[config.mk]
export PLATFORM = sky130hd
export DESIGN_NAME = ush_frame_sched
export DESIGN_NICKNAME = d
export VERILOG_FILES = /design/src/hw/ush_pkg.sv /design/src/hw/ush_word_buf.sv /design/src/hw/ush_port_power.sv /design/src/hw/ush_frame_sched.sv
export SDC_FILE = /design/constraint.sdc
export NUM_CORES = 1
export LEC_CHECK = 0
export ABC_AREA = 0
export ABC_CLOCK_PERIOD_IN_PS = 5200
export BUFFER_PORTS_ARGS = -buffer_cell sky130_fd_sc_hd__buf_4
export CAP_MARGIN = 25
export CORE_MARGIN = 2
export CORE_UTILIZATION = 40
export DETAILED_ROUTE_END_ITERATION = 7
export SLEW_MARGIN = 30
export SYNTH_ARGS = -nofsm -noshare
export SYNTH_HDL_FRONTEND = slang
export SYNTH_SLANG_ARGS = --single-unit
[constraint.sdc]
create_clock -name core_clk -period 5.2 [get_ports core_clk]
set_input_delay 0.52 -clock core_clk [delete_from_list [all_inputs] [get_ports core_clk]]
set_output_delay 0.52 -clock core_clk [all_outputs]
set_load 0.1 [all_outputs]
[src/hw/ush_pkg.sv]
// Shared constants and types of the frame list scheduler
`default_nettype none
package ush_pkg;
   // ****************************************
   // Timing
   // ****************************************
   localparam int CLK_NS        = 10;
   localparam int FRAME_NS      = 1000000;
   localparam int FRAME_CYCLES  = FRAME_NS / CLK_NS;
   // Rounded full-speed bit time, unit of the frame thresholds
   localparam int FS_BIT_NS     = 84;
   localparam int FS_BIT_CYCLES = (FS_BIT_NS + CLK_NS - 1) / CLK_NS;
   localparam logic [9:0] EP_FRAME_MAX = 10'h3ff;
   // ****************************************
   // Command port
   // ****************************************
   localparam int CMD_WRITE_BIT = 7;
   localparam logic [6:0] REG_FM_INTERVAL  = 7'h0d;
   localparam logic [6:0] REG_LS_THRESHOLD = 7'h11;
   localparam logic [6:0] REG_HW_CFG       = 7'h20;
   localparam logic [6:0] REG_IRQ          = 7'h24;
   localparam logic [6:0] REG_ISO_LEN      = 7'h2a;
   localparam logic [6:0] REG_BUF_STATUS   = 7'h2c;
   localparam logic [6:0] REG_DESC_LOAD    = 7'h30;
   localparam logic [6:0] REG_SOFT_RESET   = 7'h31;
   localparam logic [6:0] PORT_ISO_BUF     = 7'h40;
   localparam logic [6:0] PORT_ASYNC_BUF   = 7'h41;
   // ****************************************
   // Fields and reset values
   // ****************************************
   localparam int FS_LARGEST_LSB = 16;
   localparam int FS_LARGEST_MSB = 30;
   localparam int LS_THR_MSB     = 11;
   localparam int HWCFG_OC_EN    = 10;
   localparam int HWCFG_PULLDOWN = 12;
   localparam int IRQ_ISO        = 0;
   localparam int IRQ_ASYNC      = 1;
   localparam int BST_ISO0_FULL  = 0;
   localparam int BST_ASYNC_FULL = 2;
   localparam int BST_ISO0_DONE  = 3;
   localparam int BST_ASYNC_DONE = 5;
   localparam int DESC_COUNT_MSB = 9;
   localparam int DESC_LS_BIT    = 10;
   localparam int DESC_SLOT_LSB  = 14;
   localparam logic [15:0] HW_CFG_RESET  = 16'h0000;
   localparam logic [31:0] FM_INT_RESET  = 32'h0000_0000;
   localparam logic [31:0] LS_THR_RESET  = 32'h0000_0000;
   localparam logic [15:0] ISO_LEN_RESET = 16'h0000;
   typedef enum logic [0:0] {SCHED_SCAN, SCHED_WAIT} ush_sched_type;
endpackage : ush_pkg
`default_nettype wire

[src/hw/ush_word_buf.sv]
// Small word buffer between register port and USB side
`default_nettype none
module ush_word_buf #(
   parameter int WIDTH = 17,
   parameter int DEPTH = 2
) (
   // Clock and reset
   input  wire logic             core_clk,
   input  wire logic             rst_n,
   input  wire logic             ce,
   // Fill side
   input  wire logic             in_valid,
   input  wire logic [WIDTH-1:0] in_data,
   output logic                  in_ready,
   // Drain side
   output logic                  out_valid,
   output logic [WIDTH-1:0]      out_data,
   input  wire logic             out_ready
);
   localparam int AW = (DEPTH > 1) ? $clog2(DEPTH) : 1;
   typedef struct packed {
      logic [DEPTH-1:0][WIDTH-1:0] mem;
      logic [AW-1:0]               wr;
      logic [AW-1:0]               rd;
      logic [AW:0]                 cnt;
   } ush_buf_state_type;
   ush_buf_state_type q, d;
   logic push, pop;

   always_comb begin
      d    = q;
      push = in_valid && in_ready;
      pop  = out_valid && out_ready;
      if (push) begin
         d.mem[q.wr] = in_data;
         d.wr = (q.wr == AW'(DEPTH - 1)) ? '0 : q.wr + 1'b1;
      end
      if (pop) begin
         d.rd = (q.rd == AW'(DEPTH - 1)) ? '0 : q.rd + 1'b1;
      end
      d.cnt = q.cnt + (AW+1)'(push) - (AW+1)'(pop);
   end

   always_ff @(posedge core_clk) begin
      if (!rst_n) begin
         q <= '0;
      end else if (ce) begin
         q <= d;
      end
   end

   assign in_ready  = (q.cnt != (AW+1)'(DEPTH));
   assign out_valid = (q.cnt != '0);
   assign out_data  = q.mem[q.rd];
endmodule : ush_word_buf
`default_nettype wire

[src/hw/ush_port_power.sv]
// Downstream port power switching from overcurrent sense
`default_nettype none
module ush_port_power #(
   parameter int PORTS = 2
) (
   // Clock and reset
   input  wire logic             core_clk,
   input  wire logic             rst_n,
   input  wire logic             ce,
   // Sense
   input  wire logic             internal_overcurrent_enable,
   input  wire logic [PORTS-1:0] overcurrent_n,
   input  wire logic [PORTS-1:0] analog_trip,
   // Open-drain switch pins
   output logic [PORTS-1:0]      power_switch_out,
   output logic [PORTS-1:0]      power_switch_oe
);
   typedef struct packed {
      logic [PORTS-1:0] sw_n;
   } ush_pwr_state_type;
   ush_pwr_state_type q, d;

   always_comb begin
      d = q;
      for (int i = 0; i < PORTS; i++) begin
         // High removes port power
         d.sw_n[i] = internal_overcurrent_enable ? analog_trip[i] : !overcurrent_n[i];
      end
   end

   always_ff @(posedge core_clk) begin
      if (!rst_n) begin
         q <= '0;
      end else if (ce) begin
         q <= d;
      end
   end

   assign power_switch_out = '0;
   assign power_switch_oe  = ~q.sw_n;
endmodule : ush_port_power
`default_nettype wire

[src/hw/ush_frame_sched.sv]
// Frame list scheduler: registers, ping-pong status, async scheduling
`default_nettype none
// Operation
// - Frame end from largest packet and threshold
// - Mixed frames raise two interrupts
// - Iso interrupt set with start of frame
// - Async interrupt follows iso interrupt
// - Active clears on completion or fatal error
// - Re-service active descriptors while time remains
// - Iso write sets half full
// - Processed half sets done
// - Iso read clears full and done
// - Missed read stops iso until reset
// - Next start of frame marks done
// - Stale full and done auto cleared
// - Busy async defers async frame
// - Busy iso write suppresses async interrupt
// - At most 1023 bytes per endpoint frame
// - Pull-down select bit, reset clears
// - Overcurrent releases the open-drain power switch pin
// - Toggle iso half unless both full
module ush_frame_sched #(
   parameter int FRAME_CYCLES = ush_pkg::FRAME_CYCLES,
   parameter int SLOTS        = 4,
   parameter int MAX_PKT      = 64,
   parameter int PORTS        = 2
) (
   // Clock and reset
   input  wire logic             core_clk,
   input  wire logic             rst_n,
   input  wire logic             ce,
   // Processor command and data port
   input  wire logic             cmd_wr,
   input  wire logic [7:0]       cmd_code,
   input  wire logic             data_wr,
   input  wire logic [15:0]      data_wdata,
   input  wire logic             data_rd,
   output logic [15:0]           data_rdata,
   output logic                  data_rvalid,
   output logic                  host_wr_ready,
   // Interrupt bits
   output logic                  iso_list_irq,
   output logic                  async_list_irq,
   // USB side
   output logic                  sof_pulse,
   output logic                  iso_stalled,
   output logic                  txn_start,
   output logic [$clog2(SLOTS)-1:0] txn_slot,
   output logic [9:0]            txn_len,
   output logic                  txn_lowspeed,
   input  wire logic             txn_done,
   input  wire logic [9:0]       txn_bytes,
   input  wire logic             txn_fatal,
   output logic                  tx_valid,
   output logic [15:0]           tx_data,
   output logic                  tx_iso,
   input  wire logic             tx_ready,
   // Downstream ports
   input  wire logic [PORTS-1:0] overcurrent_n,
   input  wire logic [PORTS-1:0] analog_trip,
   output logic [PORTS-1:0]      power_switch_out,
   output logic [PORTS-1:0]      power_switch_oe,
   output logic                  internal_pulldown_select
);
   localparam int FW = $clog2(FRAME_CYCLES + 1);
   localparam int SW = $clog2(SLOTS);
   localparam int TW = FW + 4;

   typedef struct packed {
      logic [6:0]   cmd;
      logic         cmd_is_wr;
      logic         word_hi;
      logic [31:0]  fm_interval;
      logic [31:0]  ls_thr;
      logic [15:0]  hw_cfg;
      logic [15:0]  iso_len;
      logic         iso_irq;
      logic         async_irq;
      logic         async_owed;
      logic         async_run;
      logic         iso_busy;
      logic         async_busy;
      logic [1:0]   full;
      logic [1:0]   done;
      logic         async_full;
      logic         async_done;
      logic         proc_half;
      logic         dev_half;
      logic         dev_valid;
      logic         stalled;
      logic [FW-1:0] frame_left;
      logic         sof;
      logic [SLOTS-1:0] active;
      logic [SLOTS-1:0] ls;
      logic [SLOTS-1:0][9:0] left;
      logic [SLOTS-1:0][9:0] moved;
      logic [SW-1:0] ptr;
      ush_pkg::ush_sched_type st;
      logic         txn_start;
      logic [SW-1:0] txn_slot;
      logic [9:0]   txn_len;
      logic         txn_ls;
      logic [15:0]  rdata;
      logic         rvalid;
   } ush_sched_state_type;
   ush_sched_state_type q, d;

   logic        push_valid;
   logic [16:0] push_data;
   logic [16:0] pop_data;
   logic        iso_wr_ev, iso_rd_ev;

   // Half word of a 32-bit register
   function automatic logic [15:0] half_of(input logic [31:0] v, input logic hi);
      half_of = hi ? v[31:16] : v[15:0];
   endfunction : half_of

   // Enough frame time left for one more packet
   function automatic logic has_time(input logic [FW-1:0] rem, input logic [31:0] fm,
                                     input logic [31:0] lst, input logic lsp);
      logic [TW-1:0] need;
      need = '0;
      if (lsp) begin
         need = TW'(lst[ush_pkg::LS_THR_MSB:0]) * TW'(ush_pkg::FS_BIT_CYCLES);
      end else begin
         need = TW'(fm[ush_pkg::FS_LARGEST_MSB:ush_pkg::FS_LARGEST_LSB])
              * TW'(ush_pkg::FS_BIT_CYCLES);
      end
      has_time = TW'(rem) > need;
   endfunction : has_time

   // ****************************************
   // Next state
   // ****************************************
   always_comb begin
      logic [9:0] lim;
      logic [9:0] room;
      logic [9:0] nl;
      logic [SW-1:0] sl;
      lim  = '0;
      room = '0;
      nl   = '0;
      sl   = '0;
      d    = q;
      d.sof       = 1'b0;
      d.txn_start = 1'b0;
      d.rvalid    = 1'b0;
      push_valid  = 1'b0;
      push_data   = {1'b0, data_wdata};
      iso_wr_ev   = data_wr && q.cmd_is_wr && (q.cmd == ush_pkg::PORT_ISO_BUF);
      iso_rd_ev   = data_rd && !q.cmd_is_wr && (q.cmd == ush_pkg::PORT_ISO_BUF);

      if (cmd_wr) begin
         d.cmd        = cmd_code[6:0];
         d.cmd_is_wr  = cmd_code[ush_pkg::CMD_WRITE_BIT];
         d.word_hi    = 1'b0;
         d.iso_busy   = (cmd_code[6:0] == ush_pkg::PORT_ISO_BUF);
         d.async_busy = (cmd_code[6:0] == ush_pkg::PORT_ASYNC_BUF);
      end

      // Register writes
      if (data_wr && q.cmd_is_wr) begin
         d.word_hi = !q.word_hi;
         case (q.cmd)
            ush_pkg::REG_FM_INTERVAL: begin
               if (q.word_hi) d.fm_interval[31:16] = data_wdata;
               else d.fm_interval[15:0] = data_wdata;
            end
            ush_pkg::REG_LS_THRESHOLD: begin
               if (q.word_hi) d.ls_thr[31:16] = data_wdata;
               else d.ls_thr[15:0] = data_wdata;
            end
            ush_pkg::REG_HW_CFG: d.hw_cfg = data_wdata;
            ush_pkg::REG_ISO_LEN: d.iso_len = data_wdata;
            ush_pkg::REG_IRQ: begin
               if (data_wdata[ush_pkg::IRQ_ISO]) d.iso_irq = 1'b0;
               if (data_wdata[ush_pkg::IRQ_ASYNC]) d.async_irq = 1'b0;
            end
            ush_pkg::REG_DESC_LOAD: begin
               sl = data_wdata[ush_pkg::DESC_SLOT_LSB +: SW];
               d.active[sl] = 1'b1;
               d.ls[sl]     = data_wdata[ush_pkg::DESC_LS_BIT];
               d.left[sl]   = data_wdata[ush_pkg::DESC_COUNT_MSB:0];
            end
            ush_pkg::PORT_ISO_BUF: begin
               push_valid = 1'b1;
               push_data  = {1'b1, data_wdata};
               if (host_wr_ready) d.full[q.proc_half] = 1'b1;
            end
            ush_pkg::PORT_ASYNC_BUF: begin
               push_valid = 1'b1;
               if (host_wr_ready) d.async_full = 1'b1;
            end
            default: d.word_hi = !q.word_hi;
         endcase
      end

      // Register reads
      if (data_rd && !q.cmd_is_wr) begin
         d.rvalid  = 1'b1;
         d.word_hi = !q.word_hi;
         case (q.cmd)
            ush_pkg::REG_FM_INTERVAL:  d.rdata = half_of(q.fm_interval, q.word_hi);
            ush_pkg::REG_LS_THRESHOLD: d.rdata = half_of(q.ls_thr, q.word_hi);
            ush_pkg::REG_HW_CFG:       d.rdata = q.hw_cfg;
            ush_pkg::REG_ISO_LEN:      d.rdata = q.iso_len;
            ush_pkg::REG_IRQ:          d.rdata = {14'h0000, q.async_irq, q.iso_irq};
            ush_pkg::REG_BUF_STATUS:
               d.rdata = {10'h000, q.async_done, q.done, q.async_full, q.full};
            ush_pkg::PORT_ISO_BUF: begin
               d.rdata = 16'h0000;
               d.full[q.proc_half] = 1'b0;
               d.done[q.proc_half] = 1'b0;
            end
            ush_pkg::PORT_ASYNC_BUF: begin
               d.rdata      = 16'h0000;
               d.async_full = 1'b0;
               d.async_done = 1'b0;
            end
            default: d.rdata = 16'h0000;
         endcase
      end

      // Frame timer and start of frame
      if (q.frame_left == '0) begin
         d.frame_left = FW'(FRAME_CYCLES - 1);
         d.sof        = 1'b1;
         d.iso_irq    = 1'b1;
         d.async_run  = !q.async_busy;
         d.async_owed = !(q.async_busy || q.iso_busy);
         d.moved      = '0;
         for (int h = 0; h < 2; h++) begin
            if (d.full[h] && d.done[h]) begin
               d.full[h]  = 1'b0;
               d.done[h]  = 1'b0;
               d.stalled  = 1'b1;
            end
         end
         if (q.dev_valid) d.done[q.dev_half] = 1'b1;
         d.dev_valid = !d.stalled && d.full[q.proc_half];
         d.dev_half  = q.proc_half;
         if (!(d.full[0] && d.full[1])) d.proc_half = !q.proc_half;
      end else begin
         d.frame_left = q.frame_left - 1'b1;
      end

      // Async interrupt once the iso interrupt is served
      if (q.async_owed && !q.iso_irq && !d.sof) begin
         d.async_irq  = 1'b1;
         d.async_owed = 1'b0;
      end

      // Async descriptor scheduling
      case (q.st)
         ush_pkg::SCHED_SCAN: begin
            room = ush_pkg::EP_FRAME_MAX - q.moved[q.ptr];
            lim  = (q.left[q.ptr] > 10'(MAX_PKT)) ? 10'(MAX_PKT) : q.left[q.ptr];
            if (lim > room) lim = room;
            if (q.async_run && q.active[q.ptr] && lim != '0 &&
                has_time(q.frame_left, q.fm_interval, q.ls_thr, q.ls[q.ptr])) begin
               d.txn_start = 1'b1;
               d.txn_slot  = q.ptr;
               d.txn_len   = lim;
               d.txn_ls    = q.ls[q.ptr];
               d.st        = ush_pkg::SCHED_WAIT;
            end else begin
               d.ptr = (q.ptr == SW'(SLOTS - 1)) ? '0 : q.ptr + 1'b1;
            end
            if (q.async_run && q.active == '0) d.async_done = 1'b1;
         end
         ush_pkg::SCHED_WAIT: begin
            if (txn_done) begin
               nl = (txn_bytes > q.left[q.txn_slot]) ? '0 : q.left[q.txn_slot] - txn_bytes;
               d.left[q.txn_slot]  = nl;
               d.moved[q.txn_slot] = q.moved[q.txn_slot] + txn_bytes;
               if (nl == '0 || txn_fatal) d.active[q.txn_slot] = 1'b0;
               d.ptr = (q.ptr == SW'(SLOTS - 1)) ? '0 : q.ptr + 1'b1;
               d.st  = ush_pkg::SCHED_SCAN;
            end
         end
         default: d.st = ush_pkg::SCHED_SCAN;
      endcase

      // Software reset restores the scheduler registers, pull-down select included
      if (data_wr && q.cmd_is_wr && q.cmd == ush_pkg::REG_SOFT_RESET) begin
         d = '0;
         d.hw_cfg = ush_pkg::HW_CFG_RESET;
      end
   end

   always_ff @(posedge core_clk) begin
      if (!rst_n) begin
         q             <= '0;
         q.fm_interval <= ush_pkg::FM_INT_RESET;
         q.ls_thr      <= ush_pkg::LS_THR_RESET;
         q.hw_cfg      <= ush_pkg::HW_CFG_RESET;
         q.iso_len     <= ush_pkg::ISO_LEN_RESET;
      end else if (ce) begin
         q <= d;
      end
   end

   // ****************************************
   // Sub-blocks and outputs
   // ****************************************
   ush_word_buf #(.WIDTH(17), .DEPTH(2)) u_buf (
      .core_clk  (core_clk),
      .rst_n     (rst_n),
      .ce        (ce),
      .in_valid  (push_valid && ce),
      .in_data   (push_data),
      .in_ready  (host_wr_ready),
      .out_valid (tx_valid),
      .out_data  (pop_data),
      .out_ready (tx_ready && ce)
   );

   ush_port_power #(.PORTS(PORTS)) u_pwr (
      .core_clk                    (core_clk),
      .rst_n                       (rst_n),
      .ce                          (ce),
      .internal_overcurrent_enable (q.hw_cfg[ush_pkg::HWCFG_OC_EN]),
      .overcurrent_n               (overcurrent_n),
      .analog_trip                 (analog_trip),
      .power_switch_out            (power_switch_out),
      .power_switch_oe             (power_switch_oe)
   );

   assign tx_data                  = pop_data[15:0];
   assign tx_iso                   = pop_data[16];
   assign data_rdata               = q.rdata;
   assign data_rvalid              = q.rvalid;
   assign iso_list_irq             = q.iso_irq;
   assign async_list_irq           = q.async_irq;
   assign sof_pulse                = q.sof;
   assign iso_stalled              = q.stalled;
   assign txn_start                = q.txn_start;
   assign txn_slot                 = q.txn_slot;
   assign txn_len                  = q.txn_len;
   assign txn_lowspeed             = q.txn_ls;
   assign internal_pulldown_select = q.hw_cfg[ush_pkg::HWCFG_PULLDOWN];
endmodule : ush_frame_sched
`default_nettype wire

# After elaboration in Yosys (flattened, before gate mapping)
# Index checks and enable logic that the tools add are counted.
dict set report totals {
  regBits 301
  latchBits 0
  mem_bits_rw 0
  romBits 0
  in_bits 47
  out_inout_bits 59
  wordCells 294
  mem_count 0
}
dict set report op_classes {
  addsub 9
  mul 2
  n_div 0
  n_lt_le_gt_ge 16
  n_eq_ne 19
  shifts 0
  n_mux 111
  bitwise 10
  n_reduce_logical 78
}
# cell count
set ops {}
lappend ops {{2-to-1 mux 261 bit} 1}
lappend ops {{bitwise mux 40 bit} 3}
lappend ops {{2-to-1 mux 17 bit} 7}
lappend ops {{2-to-1 mux 10 bit} 10}
lappend ops {{2-to-1 mux 99 bit} 1}
lappend ops {{2-to-1 mux 16 bit} 6}
lappend ops {{2-to-1 mux 48 bit} 2}
lappend ops {{one-hot mux 16 bit (6 select lines)} 1}
lappend ops {{2-to-1 mux 83 bit} 1}
lappend ops {{binary-select mux 10 bit (select 2 bit)} 4}
lappend ops {{2-to-1 mux 80 bit} 1}
lappend ops {{2-to-1 mux 32 bit} 2}
lappend ops {{== test 7 x 6 -> 1 bit (second input constant)} 6}
lappend ops {{demux 10 bit (select 2 bit)} 2}
lappend ops {{2-to-1 mux 40 bit} 1}
lappend ops {{2-to-1 mux 1 bit} 36}
lappend ops {{bitwise mux 34 bit} 1}
lappend ops {{== test 7 bit (second input constant)} 4}
lappend ops {{2-to-1 mux 4 bit} 6}
lappend ops {{AND reduction 4 bit} 6}
lappend ops {{nonzero test 2 bit} 12}
lappend ops {{logical AND 1 bit} 22}
lappend ops {{2-to-1 mux 2 bit} 11}
lappend ops {{> comparator 17 x 21 -> 1 bit} 1}
lappend ops {{53 further kinds} 98}

# Logic depth before layout (Yosys ltp)
dict set report depth {
  word_depth 19
  mapped_depth 24
  mapped_depth_nobuf 23
}

# Hierarchy
# A second synthesis with hierarchy kept.
dict set report hier_totals {
  cells_unflattened 2037
  hier_area_um2 17872.1
}
# mod n_inst cells_each area_each_um2 seq_area_each_um2
set by_module_without_submodules {}
lappend by_module_without_submodules {ush_frame_sched 1 1848 16030.4 5225.0}
lappend by_module_without_submodules {ush_word_buf 1 174 1732.9 760.7}
lappend by_module_without_submodules {ush_port_power 1 15 108.9 40.0}

# Worst setup path after synthesis
# OpenSTA, ideal clock, no wires.
dict set report synth_path {
  kind {register -> register}
  from {register q[32] (netlist name)}
  to {register q (netlist bit txn_slot[0])}
  setup_ps 117
  arrival_time_ps 4345
  t_required_ps 5083
  path_slack_ps 737
  path_stages_with_launch 17
  n_path_buf 2
  synth_period_minus_slack_ps 4463
  cell_sequence {dfxtp_1 > buf_6 > mux4_2 > or4_4 > o31a_1 > o32ai_1 > and2_1 > ha_1 > a21o_1 > a31oi_1 > a31oi_1 > o31ai_4 > mux2_4 > a211oi_4 > o21ai_2 > buf_4 > a32o_1}
}
dict set report synth_via {
  elab_chain_len 12
  word_cells_on_any_way 26
  classes_between {1 x add/sub; 3 x order compare; 16 x mux; 6 x reduce/logical}
}
# element line
set synth_lines {}
lappend synth_lines {{start: declaration} ush_frame_sched.sv:106} ;# ush_sched_state_type q, d;
lappend synth_lines {{binary-select mux 10 bit (select 2 bit)} ush_frame_sched.sv:257} ;# lim = (q.left[q.ptr] > 10'(MAX_PKT)) ? 10'(MAX_PKT) : q.left[q.ptr];
lappend synth_lines {{2-to-1 mux 10 bit (not written as such)} ush_frame_sched.sv:257}
lappend synth_lines {{> comparator 10 x 7 -> 1 bit} ush_frame_sched.sv:257}
lappend synth_lines {{2-to-1 mux 10 bit} ush_frame_sched.sv:257}
lappend synth_lines {{> comparator 10 bit} ush_frame_sched.sv:258} ;# if (lim > room) lim = room;
lappend synth_lines {{2-to-1 mux 10 bit} ush_frame_sched.sv:258}
lappend synth_lines {{2-to-1 mux 10 bit} ush_frame_sched.sv:254} ;# case (q.st)
lappend synth_lines {{nonzero test 10 bit} ush_frame_sched.sv:259} ;# if (q.async_run && q.active[q.ptr] && lim != '0 &&
lappend synth_lines {{logical AND 1 bit (2 in a row)} ush_frame_sched.sv:259}
lappend synth_lines {{nonzero test 2 bit (no line)} -}
lappend synth_lines {{AND reduction 3 bit (no line)} -}
# Parallel ways exist; a longest one is shown, timed or not. The select of a mux whose other input is x is not followed.
# A chain may end at the register's enable or synchronous reset.

# Worst setup path after layout
dict set report layout_path {
  from {register q[32] (netlist name)}
  to {register q (netlist bit txn_len[8])}
}
# The elaborated chain is that of the path after synthesis.

==> flow_metrics.tcl <==
set metrics [dict create \
    grt_usage_pct 23.55 \
    grt_antenna_before_repair 0 \
    async_flop_share_pct 0 \
    hold_viol_final 0 \
    grt_pass1_vias 15120 \
    synth_seq_cells 301 \
    start_util_pct 40.64 \
    synth_top_area_share_pct 33.38 \
    end_kind "flop" \
    synth-edff-count 0 \
    diodes 0 \
    fill_cells 4284 \
    required_ps 5690 \
    grt.overflow.total 0 \
    viasPerCell 5.772 \
    dieArea_um2 46840 \
    cts.hold.buffers_added 0 \
    synthMuxAreaShare_pct 12.37 \
    utilization_pct 45.56 \
    r2r_slack_ps 270 \
    synthTopCellsByArea "dfxtp_1 33%, ha_1 6.4%, nor2b_1 6.3%, nand2_1 5.3%, mux4_2 4.7%" \
    period_needed_ps 4929 \
    cts_max_path_buffers 3 \
    vias 15630 \
    ctsRootBufferMaster "clkbuf_16" \
    drt_pre_antenna_iters 8 \
    start_kind "flop" \
    timing.final.max_slew_violations 0 \
    final_net_count 2235 \
    io_buffers 103 \
    io_pins 106 \
    power_uw 5901 \
    gp_congestion 0.8636 \
    ys.flop_type "dfxtp_1" \
    synth_cell_types 84 \
    synth_xor_area_share_pct 2.135 \
    area_growth_pct 12.11 \
    wirelength_mm 56.13 \
    setup_tns_ps 0 \
    reg2reg_to "txn_len[8]" \
    core_um2 44410 \
    synth-compound-area-share_pct 19.81 \
    hp-class "primary input to flop" \
    dieWidth_um 216.4 \
    reg2reg_depth 15 \
    syn_area_um2 18050 \
    hpwl_mm 39.09 \
    post_cts_resize_count 0 \
    crit_arrival_ps 5420 \
    netlist.top_cell.by_area "dfxtp_1" \
    dp_cells 2645 \
    finalCritPeriodShare_pct 94.78 \
    layout-drive-gt1-share_pct 13.56 \
    post_synth.cell_area_avg_um2 8.645 \
    row_count 77 \
    cp_max_fo 9 \
    drc 0 \
    rsz0062_at_grt "false" \
    post_drt_wl_per_cell_um 20.73 \
    cts_max_level 2 \
    insertion_delay_ps 550 \
    setup_viol 0 \
    clock.fmax_mhz 202.9 \
    synth-adder-area-share_pct 6.821 \
    synth_simple_gate_area_share_pct 20.00 \
    p_leak_uw 0.007639 \
    synth_top_family_by_area "simple AND/OR/NAND/NOR gates" \
    die_y_um 216.4 \
    yosysSeqAreaShare_pct 33.38 \
    min_path_cells 3 \
    tightest_slew_ps 1086 \
    r2r-start "q[32]" \
    cts_tree "yes" \
    worst_slew_margin_rel_pct 27.35 \
    ir_drop_mv 0.2318 \
    final_cells 2708 \
    drt_iter0_drc 1225 \
    hold_ws_ps 272.6 \
    finalClockSkew_ps 19.36 \
    clkSlewWorstSetupHoldPaths_ps 60 \
    grt_max_degree 134 \
    synth_warnings 0 \
    ant_nets 0 \
    hold_path_startpoint "cmd_code[7]" \
    power_density_nw_per_um2 291.6 \
    grt_pass1_wl_mm 86.64 \
    status "completed" \
    cts-buffers-inserted 36 \
    synthCells 2088 \
    crit_type "flop to flop" \
    whs_endpoint "q[253]" \
    clock_sinks 301 \
    postCtsSetupBuffers 0 \
    cap_violations 0 \
]
==> power breakdown <==
| group | total [µW] | internal [µW] | switching, µW |
|---|---|---|---|
| sequential | 2490 | 2380 | 109 |
| clock | 2460 | 1440 | 1020 |
| combinational | 946 | 349 | 597 |
==> critical path: stages (launching register included) <==
cell and delay (ps):
dfxtp_1 610, mux4_2 600, or4_4 550, o31a_1 250, o32ai_1 240, and2_1 200
ha_1 180, nand2_1 70, or3_1 340, a31oi_1 290, o31ai_4 90, mux2_4 330
a211oi_4 430, and2_1 320, nor2b_4 210, a32o_1 140
==> sequential cells by signal, indices dropped and copies added, names as in the netlist, 2 cells and up <==
name,cells
data_rdata,16
q,225
u_pwr.q,2
txn_len,10
txn_slot,2
u_buf.q,38
==> placed cells by master, fill, tap and decap left out, types with 50 or more instances in the layout <==
| cell | netlist | layout |
|---|---|---|
| dfxtp_1 | 301 | 299 |
| nand2_1 | 253 | 252 |
| nor2b_1 | 181 | 181 |
| a21oi_1 | 141 | 139 |
| buf_4 | 31 | 129 |
| o21ai_0 | 106 | 106 |
| ha_1 | 92 | 92 |
| a22oi_1 | 78 | 78 |
| mux2i_1 | 72 | 72 |
| and2_1 | 65 | 65 |
| nor2_1 | 61 | 58 |
| inv_1 | 50 | 50 |
==> kinds of logic (layout without fill, tap and decap cells) <==
family                   after synthesis  in the layout
multiplexers                         168            168
flip-flops                           301            301
XOR/XNOR                              44             44
AO/OA/AOI/OAI                        551            551
adder cells (fa/ha/maj)               96             96
buffers and inverters                222            246
other                                  1              5
AND/OR/NAND/NOR                      705            705
==> through the flow <==
stage          worst slack (ps)  area, µm²
3_3_place_gp              406.1      19050
6_report                  271.4      20240
5_1_grt                   23.98      20240
3_5_place_dp              324.9      19080
4_1_cts                   285.2      20220
2_1_floorplan             737.4      18070
==> area by class of cell <==
cell class              count  area [µm²]  area share, %
clock buffers              51        1039          5.132
inverters                  51       191.4         0.9460
clock inverters            11       95.09         0.4699
flip-flops and latches    301        6028          29.79
repair buffers            133        1017          5.027
well taps                 592       740.7          3.660
multi-input cells        1569       11130          54.98
==> layer usage <==
layer	global-route usage, %	vias to the layer above	share of wire, %
met5	0	-	0
met4	10.39	0	4.0
met3	3.874	116	5.9
met2	38.85	461	47
met1	30.32	7598	43
li1	-	7456	-
==> how the worst max path moves through the flow <==
stage,startpoint,to,cells past startpoint
after floorplan,q[32],txn_slot[0],16
after global placement,q[32],txn_slot[0],14
after detailed placement,q[32],txn_len[8],15
after CTS,q[32],txn_len[8],15
after global routing,q[32],txn_len[9],15
final,q[32],txn_len[8],15
==> Yosys cell counts (9+ instances only) <==
master	n
dfxtp_1	301
nand2_1	253
nor2b_1	181
a21oi_1	141
clkbuf_1	117
o21ai_0	106
ha_1	92
a22oi_1	78
mux2i_1	72
and2_1	65
nor2_1	61
inv_1	50
mux4_2	38
a21boi_1	34
nand3_1	32
buf_4	31
mux2_2	30
xnor2_1	28
mux2_1	27
nor3_1	26
o21ai_1	26
and3_1	21
a21o_1	16
xor2_1	16
a221oi_1	14
o22ai_1	14
nand2b_1	13
a32o_1	12
a32oi_1	12
o21a_1	12
a31oi_1	11
buf_2	11
nand4_1	11
a211oi_1	10
a21boi_0	10
nor4_1	10
buf_1	9
Note: power is estimated with default switching activity, not from simulation.
